### src/core/bss_pkg.sv
/*
  constants for the boot source selector: mode codes, boot sources,
  host interface choices, sequence states and sizing figures.
  assumes nothing beyond a systemverilog compiler.
*/
package bss_pkg;

  // ---------------------------------------------------------------
  // selection codes
  // ---------------------------------------------------------------
  localparam int          MODE_W          = 5;
  localparam logic [4:0]  MODE_EEPROM_SPI = 5'h03;
  localparam logic [4:0]  MODE_TWOWIRE    = 5'h0a;
  localparam logic [4:0]  MODE_SERIAL     = 5'h10;
  localparam logic [4:0]  MODE_SDIO       = 5'h12;
  localparam logic [4:0]  MODE_EEPROM_SD  = 5'h13;
  localparam logic [4:0]  MODE_UART_REF   = 5'h1d;
  localparam logic [4:0]  MODE_UART_PLL   = 5'h1e;

  // ---------------------------------------------------------------
  // boot source and host interface encodings
  // ---------------------------------------------------------------
  typedef enum logic [2:0] {
    BSS_SRC_NONE    = 3'h0,
    BSS_SRC_SERIAL  = 3'h1,
    BSS_SRC_SDIO    = 3'h2,
    BSS_SRC_SPI_ROM = 3'h3,
    BSS_SRC_I2C_ROM = 3'h4,
    BSS_SRC_UART    = 3'h5
  } bss_src_t;

  typedef enum logic [1:0] {
    BSS_HOST_NONE   = 2'h0,
    BSS_HOST_SERIAL = 2'h1,
    BSS_HOST_SDIO   = 2'h2,
    BSS_HOST_UART   = 2'h3
  } bss_host_t;

  typedef enum logic [1:0] {
    BSS_CLK_MAIN    = 2'h0,
    BSS_CLK_REF40   = 2'h1,
    BSS_CLK_PLL120  = 2'h2
  } bss_clk_t;

  // ---------------------------------------------------------------
  // sequence states, gray along the usual path
  // ---------------------------------------------------------------
  typedef enum logic [2:0] {
    BSS_ST_SAMPLE = 3'b000,
    BSS_ST_CONFIG = 3'b001,
    BSS_ST_LOAD   = 3'b011,
    BSS_ST_PERIPH = 3'b010,
    BSS_ST_DONE   = 3'b110,
    BSS_ST_HALT   = 3'b111
  } bss_state_t;

  // ---------------------------------------------------------------
  // sizing
  // ---------------------------------------------------------------
  localparam int          IMAGE_KBYTES    = 240;
  localparam int          IMAGE_BYTES     = IMAGE_KBYTES * 1024;
  localparam int          CNT_W           = 18;
  localparam int          ROM_DEPTH       = 8;
  localparam int          ROM_AW          = 3;
  localparam int          ROM_DW          = 8;
  localparam logic [1:0]  STRAP_SYNC_N    = 2'h2;

endpackage

### src/core/bss_rom.sv
/*
  small loader rom: one sequence of step codes, the same for every source, read by the
  selector while it sets up the boot interface.
  assumes synchronous read on sys_clk.
*/
`timescale 1ns/10ps
module bss_rom
(
  // clock
  input  wire logic                      sys_clk,
  // read port
  input  wire logic [bss_pkg::ROM_AW-1:0] rom_addr,
  output      logic [bss_pkg::ROM_DW-1:0] rom_data
);

  // ---------------------------------------------------------------
  // contents
  // ---------------------------------------------------------------
  logic [bss_pkg::ROM_DW-1:0] mem [bss_pkg::ROM_DEPTH];

  // step codes: pin mux, clock setup, interface enable, then end
  assign mem[0] = 8'h11;
  assign mem[1] = 8'h22;
  assign mem[2] = 8'h33;
  assign mem[3] = 8'h44;
  assign mem[4] = 8'h55;
  assign mem[5] = 8'h66;
  assign mem[6] = 8'h77;
  assign mem[7] = 8'hff;

  always_ff @(posedge sys_clk)
  begin
    rom_data <= mem[rom_addr];
  end

endmodule // bss_rom

### src/core/bss_boot_selector.sv
/*
  boot source selector: samples the mode strap after reset, decodes the
  boot source and host interface, steps through configuration, firmware
  load and peripheral setup, and reports reserved codes.
  assumes the loaded byte stream is delivered with a valid strobe from
  the chosen interface on sys_clk, and peripheral setup acks likewise.
*/
`timescale 1ns/10ps

// Overview of operation
// RULE1 - five-bit mode strap is sampled at reset and chooses the boot source
// RULE2 - boot via sdio host, serial host port, or eeprom on spi pins
// RULE3 - code 0 0011 boots spi eeprom, serial host port on spi pins
// RULE4 - order is configure interface, load firmware, then set up peripherals
// RULE5 - loader can move a firmware image of about 240 kbytes
// RULE6 - transfer code is held in a small loader rom
// RULE7 - code 1 0000 boots serial host port, 1 0010 boots sdio host
// RULE8 - code 1 0011 boots spi eeprom or flash, sdio as host interface
// RULE9 - code 0 1010 boots two-wire eeprom, serial host port on spi pins
// RULE10 - 1 1101 uart on 40 mhz reference, 1 1110 uart on pll 120 mhz
// RULE11 - reserved codes start no transfer; block idles and flags it
module bss_boot_selector
#(
  parameter int IMAGE_BYTES = bss_pkg::IMAGE_BYTES
)
(
  // clock and reset
  input  wire logic                       sys_clk,
  input  wire logic                       rst_n,
  // strap pins
  input  wire logic [bss_pkg::MODE_W-1:0] mode_pins,
  // firmware stream from the selected interface
  input  wire logic                       fw_valid,
  // peripheral setup acknowledge
  input  wire logic                       periph_ack,
  // decoded selection
  output      logic [2:0]                 boot_src,
  output      logic [1:0]                 host_if,
  output      logic [1:0]                 sys_clk_sel,
  output      logic [bss_pkg::MODE_W-1:0] mode_latched,
  // sequence status
  output      logic                       cfg_active,
  output      logic [bss_pkg::ROM_DW-1:0] cfg_step,
  output      logic                       load_active,
  output      logic                       periph_active,
  output      logic                       boot_done,
  output      logic                       mode_reserved
);

  // ---------------------------------------------------------------
  // decode
  // ---------------------------------------------------------------
  typedef struct packed {
    bss_pkg::bss_src_t  src;
    bss_pkg::bss_host_t host;
    bss_pkg::bss_clk_t  clk;
  } bss_sel_t;

  function automatic bss_sel_t bss_decode(input logic [4:0] code);
    bss_sel_t s;
    s = '{bss_pkg::BSS_SRC_NONE, bss_pkg::BSS_HOST_NONE,
          bss_pkg::BSS_CLK_MAIN};
    unique case (code)
      bss_pkg::MODE_EEPROM_SPI: s = '{bss_pkg::BSS_SRC_SPI_ROM, // RULE3
        bss_pkg::BSS_HOST_SERIAL, bss_pkg::BSS_CLK_MAIN};
      bss_pkg::MODE_TWOWIRE:    s = '{bss_pkg::BSS_SRC_I2C_ROM, // RULE9
        bss_pkg::BSS_HOST_SERIAL, bss_pkg::BSS_CLK_MAIN};
      bss_pkg::MODE_SERIAL:     s = '{bss_pkg::BSS_SRC_SERIAL, // RULE7
        bss_pkg::BSS_HOST_SERIAL, bss_pkg::BSS_CLK_MAIN};
      bss_pkg::MODE_SDIO:       s = '{bss_pkg::BSS_SRC_SDIO, // RULE7
        bss_pkg::BSS_HOST_SDIO, bss_pkg::BSS_CLK_MAIN};
      bss_pkg::MODE_EEPROM_SD:  s = '{bss_pkg::BSS_SRC_SPI_ROM, // RULE8
        bss_pkg::BSS_HOST_SDIO, bss_pkg::BSS_CLK_MAIN};
      bss_pkg::MODE_UART_REF:   s = '{bss_pkg::BSS_SRC_UART, // RULE10
        bss_pkg::BSS_HOST_UART, bss_pkg::BSS_CLK_REF40};
      bss_pkg::MODE_UART_PLL:   s = '{bss_pkg::BSS_SRC_UART, // RULE10
        bss_pkg::BSS_HOST_UART, bss_pkg::BSS_CLK_PLL120};
      default:                  s = s; // RULE11
    endcase
    return s;
  endfunction

  // ---------------------------------------------------------------
  // strap synchroniser
  // ---------------------------------------------------------------
  // pins are asynchronous to sys_clk; two stages before decode
  logic [4:0] sync1_r;
  logic [4:0] sync2_r;

  always_ff @(posedge sys_clk or negedge rst_n)
  begin
    if (!rst_n)
    begin
      sync1_r <= 5'h00;
      sync2_r <= 5'h00;
    end
    else
    begin
      sync1_r <= mode_pins;
      sync2_r <= sync1_r;
    end
  end

  // ---------------------------------------------------------------
  // sequence
  // ---------------------------------------------------------------
  localparam int                        CW        = bss_pkg::CNT_W;
  localparam logic [bss_pkg::CNT_W-1:0] LAST_BYTE = CW'(IMAGE_BYTES - 1);

  bss_pkg::bss_state_t           state_r, state_nxt;
  logic [1:0]                    wait_r, wait_nxt;
  logic [4:0]                    mode_r, mode_nxt;
  bss_sel_t                      sel_r, sel_nxt;
  logic [bss_pkg::CNT_W-1:0]     cnt_r, cnt_nxt;
  logic [bss_pkg::ROM_AW-1:0]    raddr_r, raddr_nxt;
  logic                          rvalid_r, rvalid_nxt;
  logic [bss_pkg::ROM_DW-1:0]    step_r, step_nxt;
  logic                          resv_r, resv_nxt;
  logic [bss_pkg::ROM_DW-1:0]    rom_q;
  bss_sel_t                      dec;

  // loader steps come from rom rather than fixed logic
  bss_rom bss_rom_inst
  (
    .sys_clk  (sys_clk),
    .rom_addr (raddr_r),
    .rom_data (rom_q)
  ); // RULE6

  always_comb
  begin
    dec        = bss_decode(sync2_r);
    state_nxt  = state_r;
    wait_nxt   = wait_r;
    mode_nxt   = mode_r;
    sel_nxt    = sel_r;
    cnt_nxt    = cnt_r;
    raddr_nxt  = raddr_r;
    rvalid_nxt = 1'b0;
    step_nxt   = step_r;
    resv_nxt   = resv_r;
    unique case (state_r)
      bss_pkg::BSS_ST_SAMPLE:
      begin
        // wait until the synchroniser holds a clean strap value
        if (wait_r != bss_pkg::STRAP_SYNC_N)
          wait_nxt = wait_r + 2'h1;
        else
        begin
          mode_nxt = sync2_r; // RULE1
          sel_nxt  = dec;
          if (dec.src == bss_pkg::BSS_SRC_NONE)
          begin
            resv_nxt  = 1'b1; // RULE11
            state_nxt = bss_pkg::BSS_ST_HALT;
          end
          else
            state_nxt = bss_pkg::BSS_ST_CONFIG; // RULE2
        end
      end
      bss_pkg::BSS_ST_CONFIG:
      begin
        raddr_nxt  = raddr_r + 3'h1;
        rvalid_nxt = 1'b1;
        if (rvalid_r)
          step_nxt = rom_q;
        if (rvalid_r && rom_q == 8'hff)
          state_nxt = bss_pkg::BSS_ST_LOAD; // RULE4
      end
      bss_pkg::BSS_ST_LOAD:
      begin
        if (fw_valid)
        begin
          cnt_nxt = cnt_r + 18'h00001; // RULE5
          if (cnt_r == LAST_BYTE)
            state_nxt = bss_pkg::BSS_ST_PERIPH; // RULE4
        end
      end
      bss_pkg::BSS_ST_PERIPH:
      begin
        if (periph_ack)
          state_nxt = bss_pkg::BSS_ST_DONE; // RULE4
      end
      bss_pkg::BSS_ST_DONE: state_nxt = state_r;
      bss_pkg::BSS_ST_HALT: state_nxt = state_r; // RULE11
      default:              state_nxt = bss_pkg::BSS_ST_HALT;
    endcase
  end

  always_ff @(posedge sys_clk or negedge rst_n)
  begin
    if (!rst_n)
    begin
      state_r  <= bss_pkg::BSS_ST_SAMPLE;
      wait_r   <= 2'h0;
      mode_r   <= 5'h00;
      sel_r    <= '{bss_pkg::BSS_SRC_NONE, bss_pkg::BSS_HOST_NONE,
                    bss_pkg::BSS_CLK_MAIN};
      cnt_r    <= '0;
      raddr_r  <= '0;
      rvalid_r <= 1'b0;
      step_r   <= 8'h00;
      resv_r   <= 1'b0;
    end
    else
    begin
      state_r  <= state_nxt;
      wait_r   <= wait_nxt;
      mode_r   <= mode_nxt;
      sel_r    <= sel_nxt;
      cnt_r    <= cnt_nxt;
      raddr_r  <= raddr_nxt;
      rvalid_r <= rvalid_nxt;
      step_r   <= step_nxt;
      resv_r   <= resv_nxt;
    end
  end

  // ---------------------------------------------------------------
  // registered status outputs
  // ---------------------------------------------------------------
  always_ff @(posedge sys_clk or negedge rst_n)
  begin
    if (!rst_n)
    begin
      boot_src      <= 3'h0;
      host_if       <= 2'h0;
      sys_clk_sel   <= 2'h0;
      mode_latched  <= 5'h00;
      cfg_active    <= 1'b0;
      cfg_step      <= 8'h00;
      load_active   <= 1'b0;
      periph_active <= 1'b0;
      boot_done     <= 1'b0;
      mode_reserved <= 1'b0;
    end
    else
    begin
      boot_src      <= sel_nxt.src;
      host_if       <= sel_nxt.host;
      sys_clk_sel   <= sel_nxt.clk;
      mode_latched  <= mode_nxt;
      cfg_active    <= (state_nxt == bss_pkg::BSS_ST_CONFIG);
      cfg_step      <= step_nxt;
      load_active   <= (state_nxt == bss_pkg::BSS_ST_LOAD);
      periph_active <= (state_nxt == bss_pkg::BSS_ST_PERIPH);
      boot_done     <= (state_nxt == bss_pkg::BSS_ST_DONE);
      mode_reserved <= resv_nxt;
    end
  end

endmodule // bss_boot_selector

### config.mk
export PLATFORM = sky130hd
export DESIGN_NAME = bss_boot_selector
export DESIGN_NICKNAME = d
export VERILOG_FILES = /design/src/core/bss_pkg.sv /design/src/core/bss_rom.sv /design/src/core/bss_boot_selector.sv
export SDC_FILE = /design/constraint.sdc
export NUM_CORES = 1
export LEC_CHECK = 0
export CAP_MARGIN = 20
export CORE_UTILIZATION = 30
export DETAILED_ROUTE_END_ITERATION = 10
export DONT_BUFFER_PORTS = 1
export SLEW_MARGIN = 20
export SYNTH_ARGS = -nofsm -noshare
export SYNTH_HDL_FRONTEND = slang
export SYNTH_HIERARCHICAL = 1
export SYNTH_SLANG_ARGS = --single-unit
### constraint.sdc
create_clock -name sys_clk -period 3.52 [get_ports sys_clk]
set_input_delay 0.704 -clock sys_clk [delete_from_list [all_inputs] [get_ports sys_clk]]
set_output_delay 0.704 -clock sys_clk [all_outputs]
set_load 0.02 [all_outputs]
Yosys cells after proc, flatten, opt, wreduce, memory -nomap -nowiden
Memory sizes are Yosys's and may differ from the RTL's. A register that Yosys moved wholly into a read port is not among the register bits.
Index checks and enable logic that the tools add are counted.
{ "word_totals": {"regBits": 62, "rom_bits": 64, "memories": 1, "wordCells": 60, "in_bits": 9, "output_inout_bits": 25, "mem_bits_rw": 0, "latch_bits": 0} }
{ "op_classes": {"addsub": 3, "magnitude_cmp": 0, "bitwise": 2, "shifts": 0, "n_eq_ne": 19, "multipliers": 0, "reduce_logical": 9, "n_div": 0, "muxes": 9} }
{ "mem_list": {"columns": ["name", "words", "width", "read_ports", "rd_clocked_by_memory_dff", "wr", "line_no", "source"], "rows": [
  ["(name not given)", 8, 8, 1, 1, 0, "bss_rom.sv:33", "rom_data <= mem[rom_addr];"]
]} }
{ "op_table": {"columns": ["cell", "count"], "rows": [
  ["$pmux 7 s7", 1],
  ["$eq 5x5->1 const B", 5],
  ["$add 18x1->18 const B", 1],
  ["$eq 18x18->1 const B", 1],
  ["$mux 3", 6],
  ["$pmux 3 s5", 1],
  ["$eq 3x2->1 const B", 4],
  ["$eq 3x3->1 const B", 3],
  ["$eq 8x8->1 const B", 1],
  ["$reduce_and 2->1", 4],
  ["$eq 3x1->1 const B", 2],
  ["$logic_not 3->1", 2],
  ["$eq 5x2->1 const B", 1],
  ["$eq 5x4->1 const B", 1],
  ["$not 3->4", 1],
  ["$add 3x1->3 const B", 1],
  ["$reduce_and 3->1", 1],
  ["$add 2x1->2 const B", 1],
  ["$ne 2x2->1 const B", 1],
  ["$reduce_or 2->1", 1],
  ["$logic_and 1x1->1", 1],
  ["$mux 1", 1],
  ["$not 1->1", 1]
]} }

Depth between registers and ports, before layout
Gate-level depths: netlist (run 1).
{ "depth": {"depth_word": 7, "depth_mapped": 6, "mapped_depth_nobuf": 6} }

By module
Netlist (run 1), hierarchy kept.
{ "by_module_without_submodules": {"columns": ["mod", "cells_each", "seq_area_each_um2", "area_each_um2", "n_inst"], "rows": [
  ["bss_boot_selector", 223, 1551.5, 2596.2, 1],
  ["bss_rom", 18, 80.1, 192.7, 1]
]} }

Worst setup path after synthesis (run 1)
OpenSTA, ideal clock, no wires.
{ "synth_timing": {"path_kind": "input -> register", "start": "in fw_valid", "end": "reg cnt_r[9] (netlist name)", "arrival_time_ns": 1.503, "path_buffers": 0, "required_ns": 3.441, "stages": 4, "setup_ns": 0.079, "path_slack_ns": 1.938, "cell_sequence": "nand4b_4 > nor3_2 > and4_1 > xor2_1"} }
{ "synth_between": {"elab_chain_cells": 1} }
{ "synth_lines": {"columns": ["element", "line_no", "source"], "rows": [
  ["start: declaration", "bss_boot_selector.sv:33", "input wire logic fw_valid,"],
  ["$reduce_and 2->1 (no source line)", null, null],
  ["end signal: assignment", "bss_boot_selector.sv:211", "cnt_r <= cnt_nxt;"],
  ["end: declaration", "bss_boot_selector.sv:114", "logic [bss_pkg::CNT_W-1:0] cnt_r, cnt_nxt;"]
]} }
Every way passes these cells.
A chain may end at the register's enable or synchronous reset.

Worst setup path after layout (run 1)
{ "layout_timing": {"start": "reg state_r[2]", "end": "reg load_active"} }
{ "layout_between": {"elab_chain_cells": 4, "elab_cells_between_ends": 14, "classes_between": "eq/ne (6); mux (6); reduce/logical (2)"} }
{ "layout_lines": {"columns": ["element", "line_no", "source"], "rows": [
  ["start: declaration", "bss_boot_selector.sv:110", "bss_pkg::bss_state_t state_r, state_nxt;"],
  ["start signal: assignment", "bss_boot_selector.sv:194", "state_r <= bss_pkg::BSS_ST_SAMPLE;"],
  ["start signal: assignment", "bss_boot_selector.sv:207", "state_r <= state_nxt;"],
  ["$eq 3x3->1 or $mux 3 (tied branches)", "bss_boot_selector.sv:142, bss_boot_selector.sv:175", null],
  ["$reduce_or 2->1 (no source line) or $mux 3 (tied branches)", null, null],
  ["$pmux 3 s5 (*)", "bss_boot_selector.sv:142", "unique case (state_r)"],
  ["$eq 3x2->1 (*)", "bss_boot_selector.sv:245", "load_active <= (state_nxt == bss_pkg::BSS_ST_LOAD);"],
  ["end signal: assignment", "bss_boot_selector.sv:245", null],
  ["end: declaration", "bss_boot_selector.sv:44", "output logic load_active,"]
]} }
Mark *: on every way between the ends. The rest lies on a longest branch, timed or not.

==> impl_results.md, run 1 <==
- Status: finished with violations
- Failing checks: DRC
- R2R Path End: load_active$_DFF_PN0_
- Setup TNS Final: 0 ns
- Routability cong.: 0.7559
- Post-synthesis sequential area ratio: 0.5850
- Met3 Use GR: 0.05532
- Max Transition Viols Final: 0
- Die Footprint: slightly below 0.01 mm²
- Ys Warns: 6
- HPWL Detailed: roughly 3.4 mm
- Total grt overflow: 0
- Clk pwr share: 0.501
- Final WL: roughly 5.0 mm
- Final nets: 256
- Final instance area: about 0.0031 mm²
- Max Cap Viol: 0
- Resize count post-CTS: 0
- Initial DRC Count: 46
- Routed WL per cell: 14.00 µm
- Peak VDD IR: between 0.15 and 0.2 mV
- Critical R2R Launch: state_r[2]$_DFF_PN0_
- WP data required: 3.76 ns
- Fill count: 880
- Layout cell share with drive strength beyond 1: 0.1382
- Global routing usage on met2: 0.1723
- Die width: 98.42 µm
- Fraction of registers with async set/reset: 0.9394
- Post-cts hold buffer count: 0
- Layout Cells excl Fill: about 350
- Period utilisation layout: 0.4920
- Flop pwr share: 0.491
- Root buffer cell: clkbuf_8
- DR vias/cell: about 4.8
- Number of global-route vias before repair: 1754
- Sw Share: 0.1991
- Fin. Hold Viols: 0
- Clock Latency Late Sink: 0.35 ns
- Met1 Resource Use GR: 0.1429
- Post-CTS setup buffer count: 0
- Top Ports: 34
- Placed cells: roughly 340
- Clock Skew: 0.004378 ns
- Most common cell after layout, fill and taps aside: dfrtp_1
- Reg2reg setup slack: 1.79 ns
- RSZ-0062 raised after global routing: false
- Clk slew on worst S/H paths: around 0.07 ns
- Critical path arrival: 1.97 ns
- Antenna Nets Post-Route: 0
- Max Fclk: 0.5774 GHz
- Pwr dens: 506.5 mW/mm²
- Startpoint class of the critical path: register
- Min-Delay Path Class: input pin to async pin
- Final Setup Violations: 0
- Worst-margin pin slew: 0.5263 ns
- #FFs+latches synth: 66
- Die H: 98.42 µm
- Syn Inst Count: 241
- Logic pwr share: 0.008
- Most frequent cells in the layout: dfrtp_1, nand2_1, xnor2_1
- EDFF count, synth: 0
- First-pass GRT wire length: 8.583 mm
- Site row count: 34
- # clock sinks: between 60 and 70
- Pin count of the biggest net entering global routing: 63
- NetSw: 0.3132 mW
- Gr busiest metal: met2
- Fin crit period: ~1.7 ns
- CTS tree: done
- Cell Area, Placed: 0.002854 mm²
- Synth cell types: 47
- Reg2Reg Depth: 4
- Internal power: 1.260 mW
- DRC errors left: 2
- Initial Util: 0.3152
- CP Max Fanout: 7
- Dominant synthesized flop cell: dfrtp_1
- GRT Util Overall: 0.1139
- WS Path Type: register to register
- H-Tree Depth: 3
- Core Util, Final: 0.3510
- Routed vias: 1691
- Syn nets: 256
- Pleak: approximately 1.4 nW
- TritonRoute pass-1 iters: 7
- Initial antenna violation count: 0
- WHS: ~0.045 ns
- Core region area: 0.008848 mm²
- Area Overhead vs Synth: 11.35%
- CTS Buffer Depth: 2
- Port bufs: 0
- Num CTS Buffers: 9
- Post-synthesis average cell area: 11.57 µm²
- Cell area after synthesis: 0.002789 mm²
- Antenna cells: 0
- Endpoint class of the critical path: register
- Slew headroom: 0.6481
-- cells in the mapped netlist, drive strengths merged, types with 3 or more instances --
cell	number	share of area
ha	6	0.027
mux2	9	0.036
a31oi	6	0.013
dfrtp	62	0.56
o21ai	8	0.016
inv	8	0.011
nor2	10	0.014
and3	4	0.0090
buf	10	0.024
dfxtp	4	0.029
xor2	6	0.019
nand2	34	0.046
nor3	5	0.011
a21oi	3	0.0054
or2	3	0.0067
nand3	14	0.025
nor4	6	0.021
xnor2	16	0.050
nand4	5	0.011
-- stage by stage --
step	setup WS [ns]	power [mW]
finish	1.788	1.573
global route	1.631	1.633
CTS	1.756	1.601
detailed placement	1.783	0.7993
global placement	1.749	0.7987
floorplan	1.938	0.7968
-- cells by family (layout without fill, tap and decap cells) --
| logic type | after synthesis | after routing | synth area share |
|---|---|---|---|
| mux | 11 | 11 | 0.04352 |
| buf+inv | 19 | 24 | 0.03589 |
| flops | 66 | 66 | 0.5850 |
| fa+ha+maj | 6 | 6 | 0.02692 |
| xor+xnor | 22 | 22 | 0.06909 |
| simple gates | 93 | 93 | 0.1839 |
| compound gates | 24 | 24 | 0.05563 |
-- critical path: stages, from the launching register on --
cell and delay (ns):
dfrtp_1 0.47, or2_1 0.38, nor4_4 0.40, o21ai_2 0.09
a311oi_1 0.29
-- power groups by stage --
stage	Sequential, mW	Combinational, mW	Clock, mW
final	0.773	0.0118	0.788
after global routing	0.774	0.0131	0.846
after CTS	0.772	0.0117	0.816
after detailed placement	0.788	0.0117	0
after global placement	0.787	0.0116	0
after floorplan	0.781	0.0160	0
-- flip-flops by register name, indices dropped and copies added (netlist names), 2 cells and up --
name                   cells
boot_src                   3
wait_r                     2
cfg_step                   8
bss_rom_inst/rom_data      4
mode_latched               5
state_r                    3
raddr_r                    3
sys_clk_sel                2
host_if                    2
sync2_r                    5
sync1_r                    5
cnt_r                     18
-- layer usage --
layer | wire, µm | part of all wire
met1 | 2362 | 0.48
met2 | 2235 | 0.45
met3 | 287 | 0.058
met4 | 71 | 0.014
met5 | 0 | 0
-- final cells by class --
cell class | count | area, µm² | area share
flip-flops and latches | 66 | 1632 | 0.5254
well taps | 108 | 135.1 | 0.04351
multi-input cells | 156 | 1057 | 0.3404
clock buffers | 10 | 137.6 | 0.04432
clock inverters | 6 | 113.9 | 0.03666
inverters | 8 | 30.03 | 0.009670
-- how the worst max path moves through the flow --
stage | to | slack [ns] | cells after the start | from
6_report | load_active$_DFF_PN0_ | 1.79 | 4 | state_r[2]$_DFF_PN0_
3_3_place_gp | load_active$_DFF_PN0_ | 1.75 | 4 | state_r[1]$_DFF_PN0_
5_1_grt | load_active$_DFF_PN0_ | 1.63 | 4 | state_r[1]$_DFF_PN0_
4_1_cts | load_active$_DFF_PN0_ | 1.76 | 4 | state_r[2]$_DFF_PN0_
2_1_floorplan | cnt_r[9]$_DFFE_PN0P_ | 1.94 | 4 | fw_valid
3_5_place_dp | load_active$_DFF_PN0_ | 1.78 | 4 | state_r[1]$_DFF_PN0_
No activity file was read; power rests on OpenSTA's default activity.
==> inputs of run 2 (changes only) <==
==> constraint.sdc (replaced) <==
create_clock -name sys_clk -period 1.5 [get_ports sys_clk]
set_input_delay 0.3 -clock sys_clk [delete_from_list [all_inputs] [get_ports sys_clk]]
set_output_delay 0.3 -clock sys_clk [all_outputs]
set_load 0.02 [all_outputs]
==> impl_results.md, run 2 (synthesis gave the netlist of run 1 again) <==
- Pwr dens: 992.1 mW/mm²
- Largest regs: cnt_r: 18 flops, cfg_step: 8 flops
- DR vias/cell: 4.703
- Sw Share: 0.2273
- Fin crit period: 1.500 ns
- DRC errors left: 3
- Clk slew on worst S/H paths: 0.08 ns
- Clock Latency Late Sink: 0.34 ns
- Reg2Reg Depth: 4
- Critical path's largest stage delay: 0.45 ns
- Internal power: ~2.6 mW
- Core region area: about 0.0088 mm²
- Post-cts hold buffer count: 5
- # clock sinks: 66
- CP Launch Point: sync2_r[2]$_DFF_PN0_
- Die H: ~98 µm
- WS Path Type: register to register
- Clk pwr share: 0.446
- Fin. Hold Viols: 62
- Critical R2R Launch: sync2_r[2]$_DFF_PN0_
- CP max-delay cell: dfrtp_2
- Initial Util: 0.3152
- Initial antenna violation count: 0
- Max Transition Viols Final: 0
- Slew headroom: 0.7540
- Status: finished with violations
- WP data required: 1.73 ns
- Flop pwr share: 0.536
- Final WL: about 5.2 mm
- WHS: -0.3530 ns
- Endpoint class of the critical path: register
- Worst-margin pin slew: 0.3661 ns
- First-pass GRT wire length: a little under 9 mm
- Routed vias: 1820
- CP endpoint: state_r[1]$_DFF_PN0_
- Pleak: 1.592 nW
- Root buffer cell: clkbuf_8
- Number of global-route vias before repair: 1856
- Min-Delay Path Class: input pin to async pin
- Initial DRC Count: 32
- Final Setup Violations: 1
- Period utilisation layout: 1.000
- Routability cong.: approximately 0.76
- Largest Register: cnt_r
- Final instance area: 0.003395 mm²
- Critical path arrival: between 1.5 and 2 ns
- R2R Path End: state_r[1]$_DFF_PN0_
- Port bufs: 0
- Buffers and inverters on the worst path: 0
- NetSw: 0.7654 mW
- GRT Util Overall: 0.1169
- Max Cap Viol: 0
- Startpoint class of the critical path: register
- Largest register FFs: 18
- HPWL Detailed: around 3.6 mm
- Clock Skew: 0.006522 ns
- Failing checks: DRC, hold timing, setup timing
- TritonRoute pass-1 iters: 9
- Critical-path cell list: and4bb_2, a211oi_2, o211a_1, or3_1
- Layout cell share with drive strength beyond 1: 0.2688
- CTS Buffer Depth: 2
- Logic pwr share: 0.019
- H-Tree Depth: 3
- CP Depth: 4
- Antenna Nets Post-Route: 0
- Reg2reg setup slack: -0.0002 ns
- DP Worst Slack: -0.01098 ns
- Die Footprint: 0.009686 mm²
- Setup TNS Final: -0.0002255 ns
- Site row count: 34
- Final nets: approximately 290
- RSZ-0062 raised after global routing: true
- Final WS setup: -0.0002255 ns
- Max Fclk: 0.6666 GHz
- Die width: 98.42 µm
- Routed WL per cell: 13.49 µm
- Most common cell after layout, fill and taps aside: dfrtp_1
- Pin count of the biggest net entering global routing: between 60 and 70
- Antenna cells: 0
- Num CTS Buffers: 9
- CTS tree: done
- Cell Area, Placed: around 0.003 mm²
- CP Max Fanout: 7
- Area Overhead vs Synth: 21.71%
- Top Ports: 34
- Cell family with most CP delay: simple AND/OR/NAND/NOR gates
- Peak VDD IR: 0.4825 mV
- Fill count: ~880
- Most frequent cells in the layout: dfrtp_1, nand2_1, buf_4
- Total grt overflow: 0
## run 2: cell types whose count changed in the layout (fill, tap and decap cells not counted), moves of 2 or more
| cell | before | now |
|---|---|---|
| buf_4 | 0 | 28 |
| dlygate4sd3_1 | 0 | 5 |
| nand3_1 | 14 | 11 |
| nand3_2 | 0 | 3 |
| bufinv_16 | 3 | 1 |
| inv_6 | 0 | 2 |
| nor3b_1 | 2 | 0 |
| nor3b_2 | 0 | 2 |
## run 2: what timing repair did
item                                    CTS  global route
buffers inserted                          0             2
hold endpoints to repair                 67            62
endpoints found under the setup margin    2            30
resized for setup                         1            13
pin swaps                                 1             9
## run 2: through the flow
stage,power (mW),std cells,utilization
2_1_floorplan,1.871,241,-
3_3_place_gp,1.887,364,0.3457
3_5_place_dp,1.889,364,0.3457
4_1_cts,3.428,385,0.3742
5_1_grt,3.496,387,0.3836
6_report,3.368,387,0.3836
## run 2: cell type report
| class | count | area, µm² | area share |
|---|---|---|---|
| clock buffers | 9 | 123.9 | 0.03649 |
| clock inverters | 7 | 76.32 | 0.02248 |
| inverters | 8 | 30.03 | 0.008846 |
| multi-input cells | 156 | 1136 | 0.3347 |
| flip-flops and latches | 66 | 1633 | 0.4810 |
| well taps | 108 | 135.1 | 0.03981 |
| repair buffers | 33 | 260.3 | 0.07667 |
## run 2: routing by layer
layer | GRT usage | vias to the layer above | wire length [µm]
met2 | 0.1863 | 34 | 2493
li1 | - | 891 | -
met3 | 0.05106 | 4 | 302
met1 | 0.1425 | 891 | 2395
met5 | 0 | - | 0
met4 | 0.03789 | 0 | 29
## run 2: power by group through the flow
stage	Clock, mW	Combinational [mW]	Sequential (mW)
2_1_floorplan	0	0.0383	1.83
3_3_place_gp	0	0.0489	1.84
3_5_place_dp	0	0.0495	1.84
4_1_cts	1.57	0.0600	1.80
5_1_grt	1.62	0.0682	1.81
6_report	1.50	0.0625	1.80
## run 2: worst reg2reg max path: stages, from the launching register on
cell and delay [ns]:
dfrtp_2 0.45, and4bb_2 0.32, a211oi_2 0.05, o211a_1 0.23
or3_1 0.34
## run 2: worst min-delay path by stage
stage | start | end | cells past startpoint
6_report | rst_n | cnt_r[7]$_DFFE_PN0P_ | 0
5_1_grt | rst_n | raddr_r[2]$_DFFE_PN0P_ | 0
4_1_cts | rst_n | cnt_r[7]$_DFFE_PN0P_ | 0
3_5_place_dp | rst_n | cnt_r[9]$_DFFE_PN0P_ | 0
3_3_place_gp | rst_n | cnt_r[7]$_DFFE_PN0P_ | 0
2_1_floorplan | rst_n | boot_done$_DFF_PN0_ | 0
==> inputs of run 3 (changes only) <==
==> constraint.sdc (replaced) <==
create_clock -name sys_clk -period 1.6 [get_ports sys_clk]
set_input_delay 0.32 -clock sys_clk [delete_from_list [all_inputs] [get_ports sys_clk]]
set_output_delay 0.32 -clock sys_clk [all_outputs]
set_load 0.02 [all_outputs]
==> impl_results.md, run 3 (synthesis gave the netlist of run 1 again) <==
- Largest Register: cnt_r
- Site row count: 34
- Root buffer cell: clkbuf_8
- Post-CTS setup buffer count: 0
- Peak VDD IR: 0.4078 mV
- Status: finished with violations
- Max Transition Viols Final: 0
- Period utilisation layout: 0.9403
- Initial DRC Count: 84
- WS Path Type: register to register
- TritonRoute pass-1 iters: 7
- Routed vias: approximately 1800
- Clock Latency Late Sink: ~0.34 ns
- DRC errors left: 2
- Num CTS Buffers: 9
- Max Cap Viol: 0
- Area Overhead vs Synth: 18.04%
- Layout Cells excl Fill: 373
- Max Fclk: 0.6647 GHz
- Clock Skew: 0.009498 ns
- Post-cts hold buffer count: 5
- Layout cell share with drive strength beyond 1: 0.1887
- Slew headroom: 0.7491
- Routed WL per cell: 13.55 µm
- Clk slew on worst S/H paths: roughly 0.08 ns
- Total grt overflow: 0
- Top Ports: 34
- Number of global-route vias before repair: 1877
- Pwr dens: between 1000 and 1500 mW/mm²
- Most frequent cells in the layout: dfrtp_1, nand2_1, xnor2_1
- CTS Buffer Depth: 2
- Fill count: a little under 900
- Endpoint class of the critical path: register
- Antenna cells: 0
- CP Max Fanout: 8
- Fin. Hold Viols: 62
- CTS tree: done
- RSZ-0062 raised after global routing: true
- Final Setup Violations: 0
- Final WL: 5.055 mm
- H-Tree Depth: 3
- Critical path arrival: roughly 1.7 ns
- Largest regs: cnt_r: 18 flops, cfg_step: 8 flops
- Largest register FFs: 18
- HPWL Detailed: 3.461 mm
- WP data required: 1.83 ns
- Initial Util: 0.3152
- WHS: -0.3361 ns
- Initial antenna violation count: 0
- GRT Util Overall: 0.1169
- Final instance area: 0.003292 mm²
- Pin count of the biggest net entering global routing: 63
- Core region area: between 0.008 and 0.009 mm²
- Most common cell after layout, fill and taps aside: dfrtp_1
- First-pass GRT wire length: ~9 mm
- PnR Total Power: 3.471 mW
- Final nets: between 200 and 300
- Port bufs: 0
- Die H: about 98 µm
- Die Footprint: 0.009686 mm²
- Failing checks: DRC, hold timing
- DR vias/cell: about 4.8
- Antenna Nets Post-Route: 0
- Cell Area, Placed: 0.002972 mm²
- Die width: 98.42 µm
- Core Util, Final: 0.3720
- Startpoint class of the critical path: register
- Fin crit period: 1.505 ns
- Reg2reg setup slack: 0.1 ns
- Worst-margin pin slew: 0.3734 ns
- Pleak: 1.558 nW
- Min-Delay Path Class: input pin to async pin
- # clock sinks: between 60 and 70
- Routability cong.: 0.8032
- Placed cells: roughly 350
run 3: changes by cell type in the layout (fill, tap and decap cells not counted), moves of 2 or more:
cell        delta
bufinv_16      +2
nand3_2        -3
nand3_1        +3
nor4_2         -2
clkinvlp_4     -2
clkinv_4       +2
buf_4         -15
run 3: through the flow:
stage	setup TNS, ns	setup WS, ns	hold WS (ns)
finish	0	0.09550	-0.3361
global route	-0.001128	-0.001128	-0.3700
CTS	0	0.02992	-0.3570
detailed placement	0	0.05176	0.02598
global placement	0	0.09129	0.02634
floorplan	0	0.05991	0.02441
run 3: routing by layer:
metal	up-vias	track usage	routed length, µm	share of wire
met5	-	0	0	0
met4	0	0.03100	26	0.0051
met3	6	0.05957	358	0.071
met2	41	0.1847	2386	0.47
met1	860	0.1412	2284	0.45
li1	869	-	-	-
run 3: path summary, 6_finish.rpt:
kind                                      endpoint  cells past startpoint                  from
min reg2reg                   sync2_r[3]$_DFF_PN0_                      0  sync1_r[3]$_DFF_PN0_
max                        cfg_step[7]$_DFFE_PN0P_                      4  state_r[2]$_DFF_PN0_
max reg2reg                cfg_step[7]$_DFFE_PN0P_                      4  state_r[2]$_DFF_PN0_
min in group sys_clk          state_r[2]$_DFF_PN0_                      2            periph_ack
min                        cfg_step[3]$_DFFE_PN0P_                      0                 rst_n
max in group asynchronous     state_r[0]$_DFF_PN0_                      0                 rst_n
run 3: timing repair:
action,in CTS,in global routing
gates resized for setup,0,4
setup endpoints to repair,0,9
hold endpoints to repair,67,62
run 3: area by class of cell:
type	count	area, µm²	share of cell area
Sequential cell	66	1633	0.4960
Multi-Input combinational cell	156	1077	0.3273
Timing Repair Buffer	19	167.7	0.05093
Tap cell	108	135.1	0.04105
Clock inverter	7	125.1	0.03801
Clock buffer	9	123.9	0.03763
Inverter	8	30.03	0.009122
run 3: report_power, final:
part	internal (mW)	switching, mW	total [mW]	leakage [nW]
Sequential	1.68	0.0125	1.69	0.860
Clock	1.05	0.677	1.72	0.124
Combinational	0.0310	0.0248	0.0558	0.574
run 3: worst max-delay path, stage by stage (launching register included):
cell and delay (ns):
dfrtp_1 0.40, or2_1 0.35, nor2_2 0.19, buf_12 0.14, mux2_2 0.32
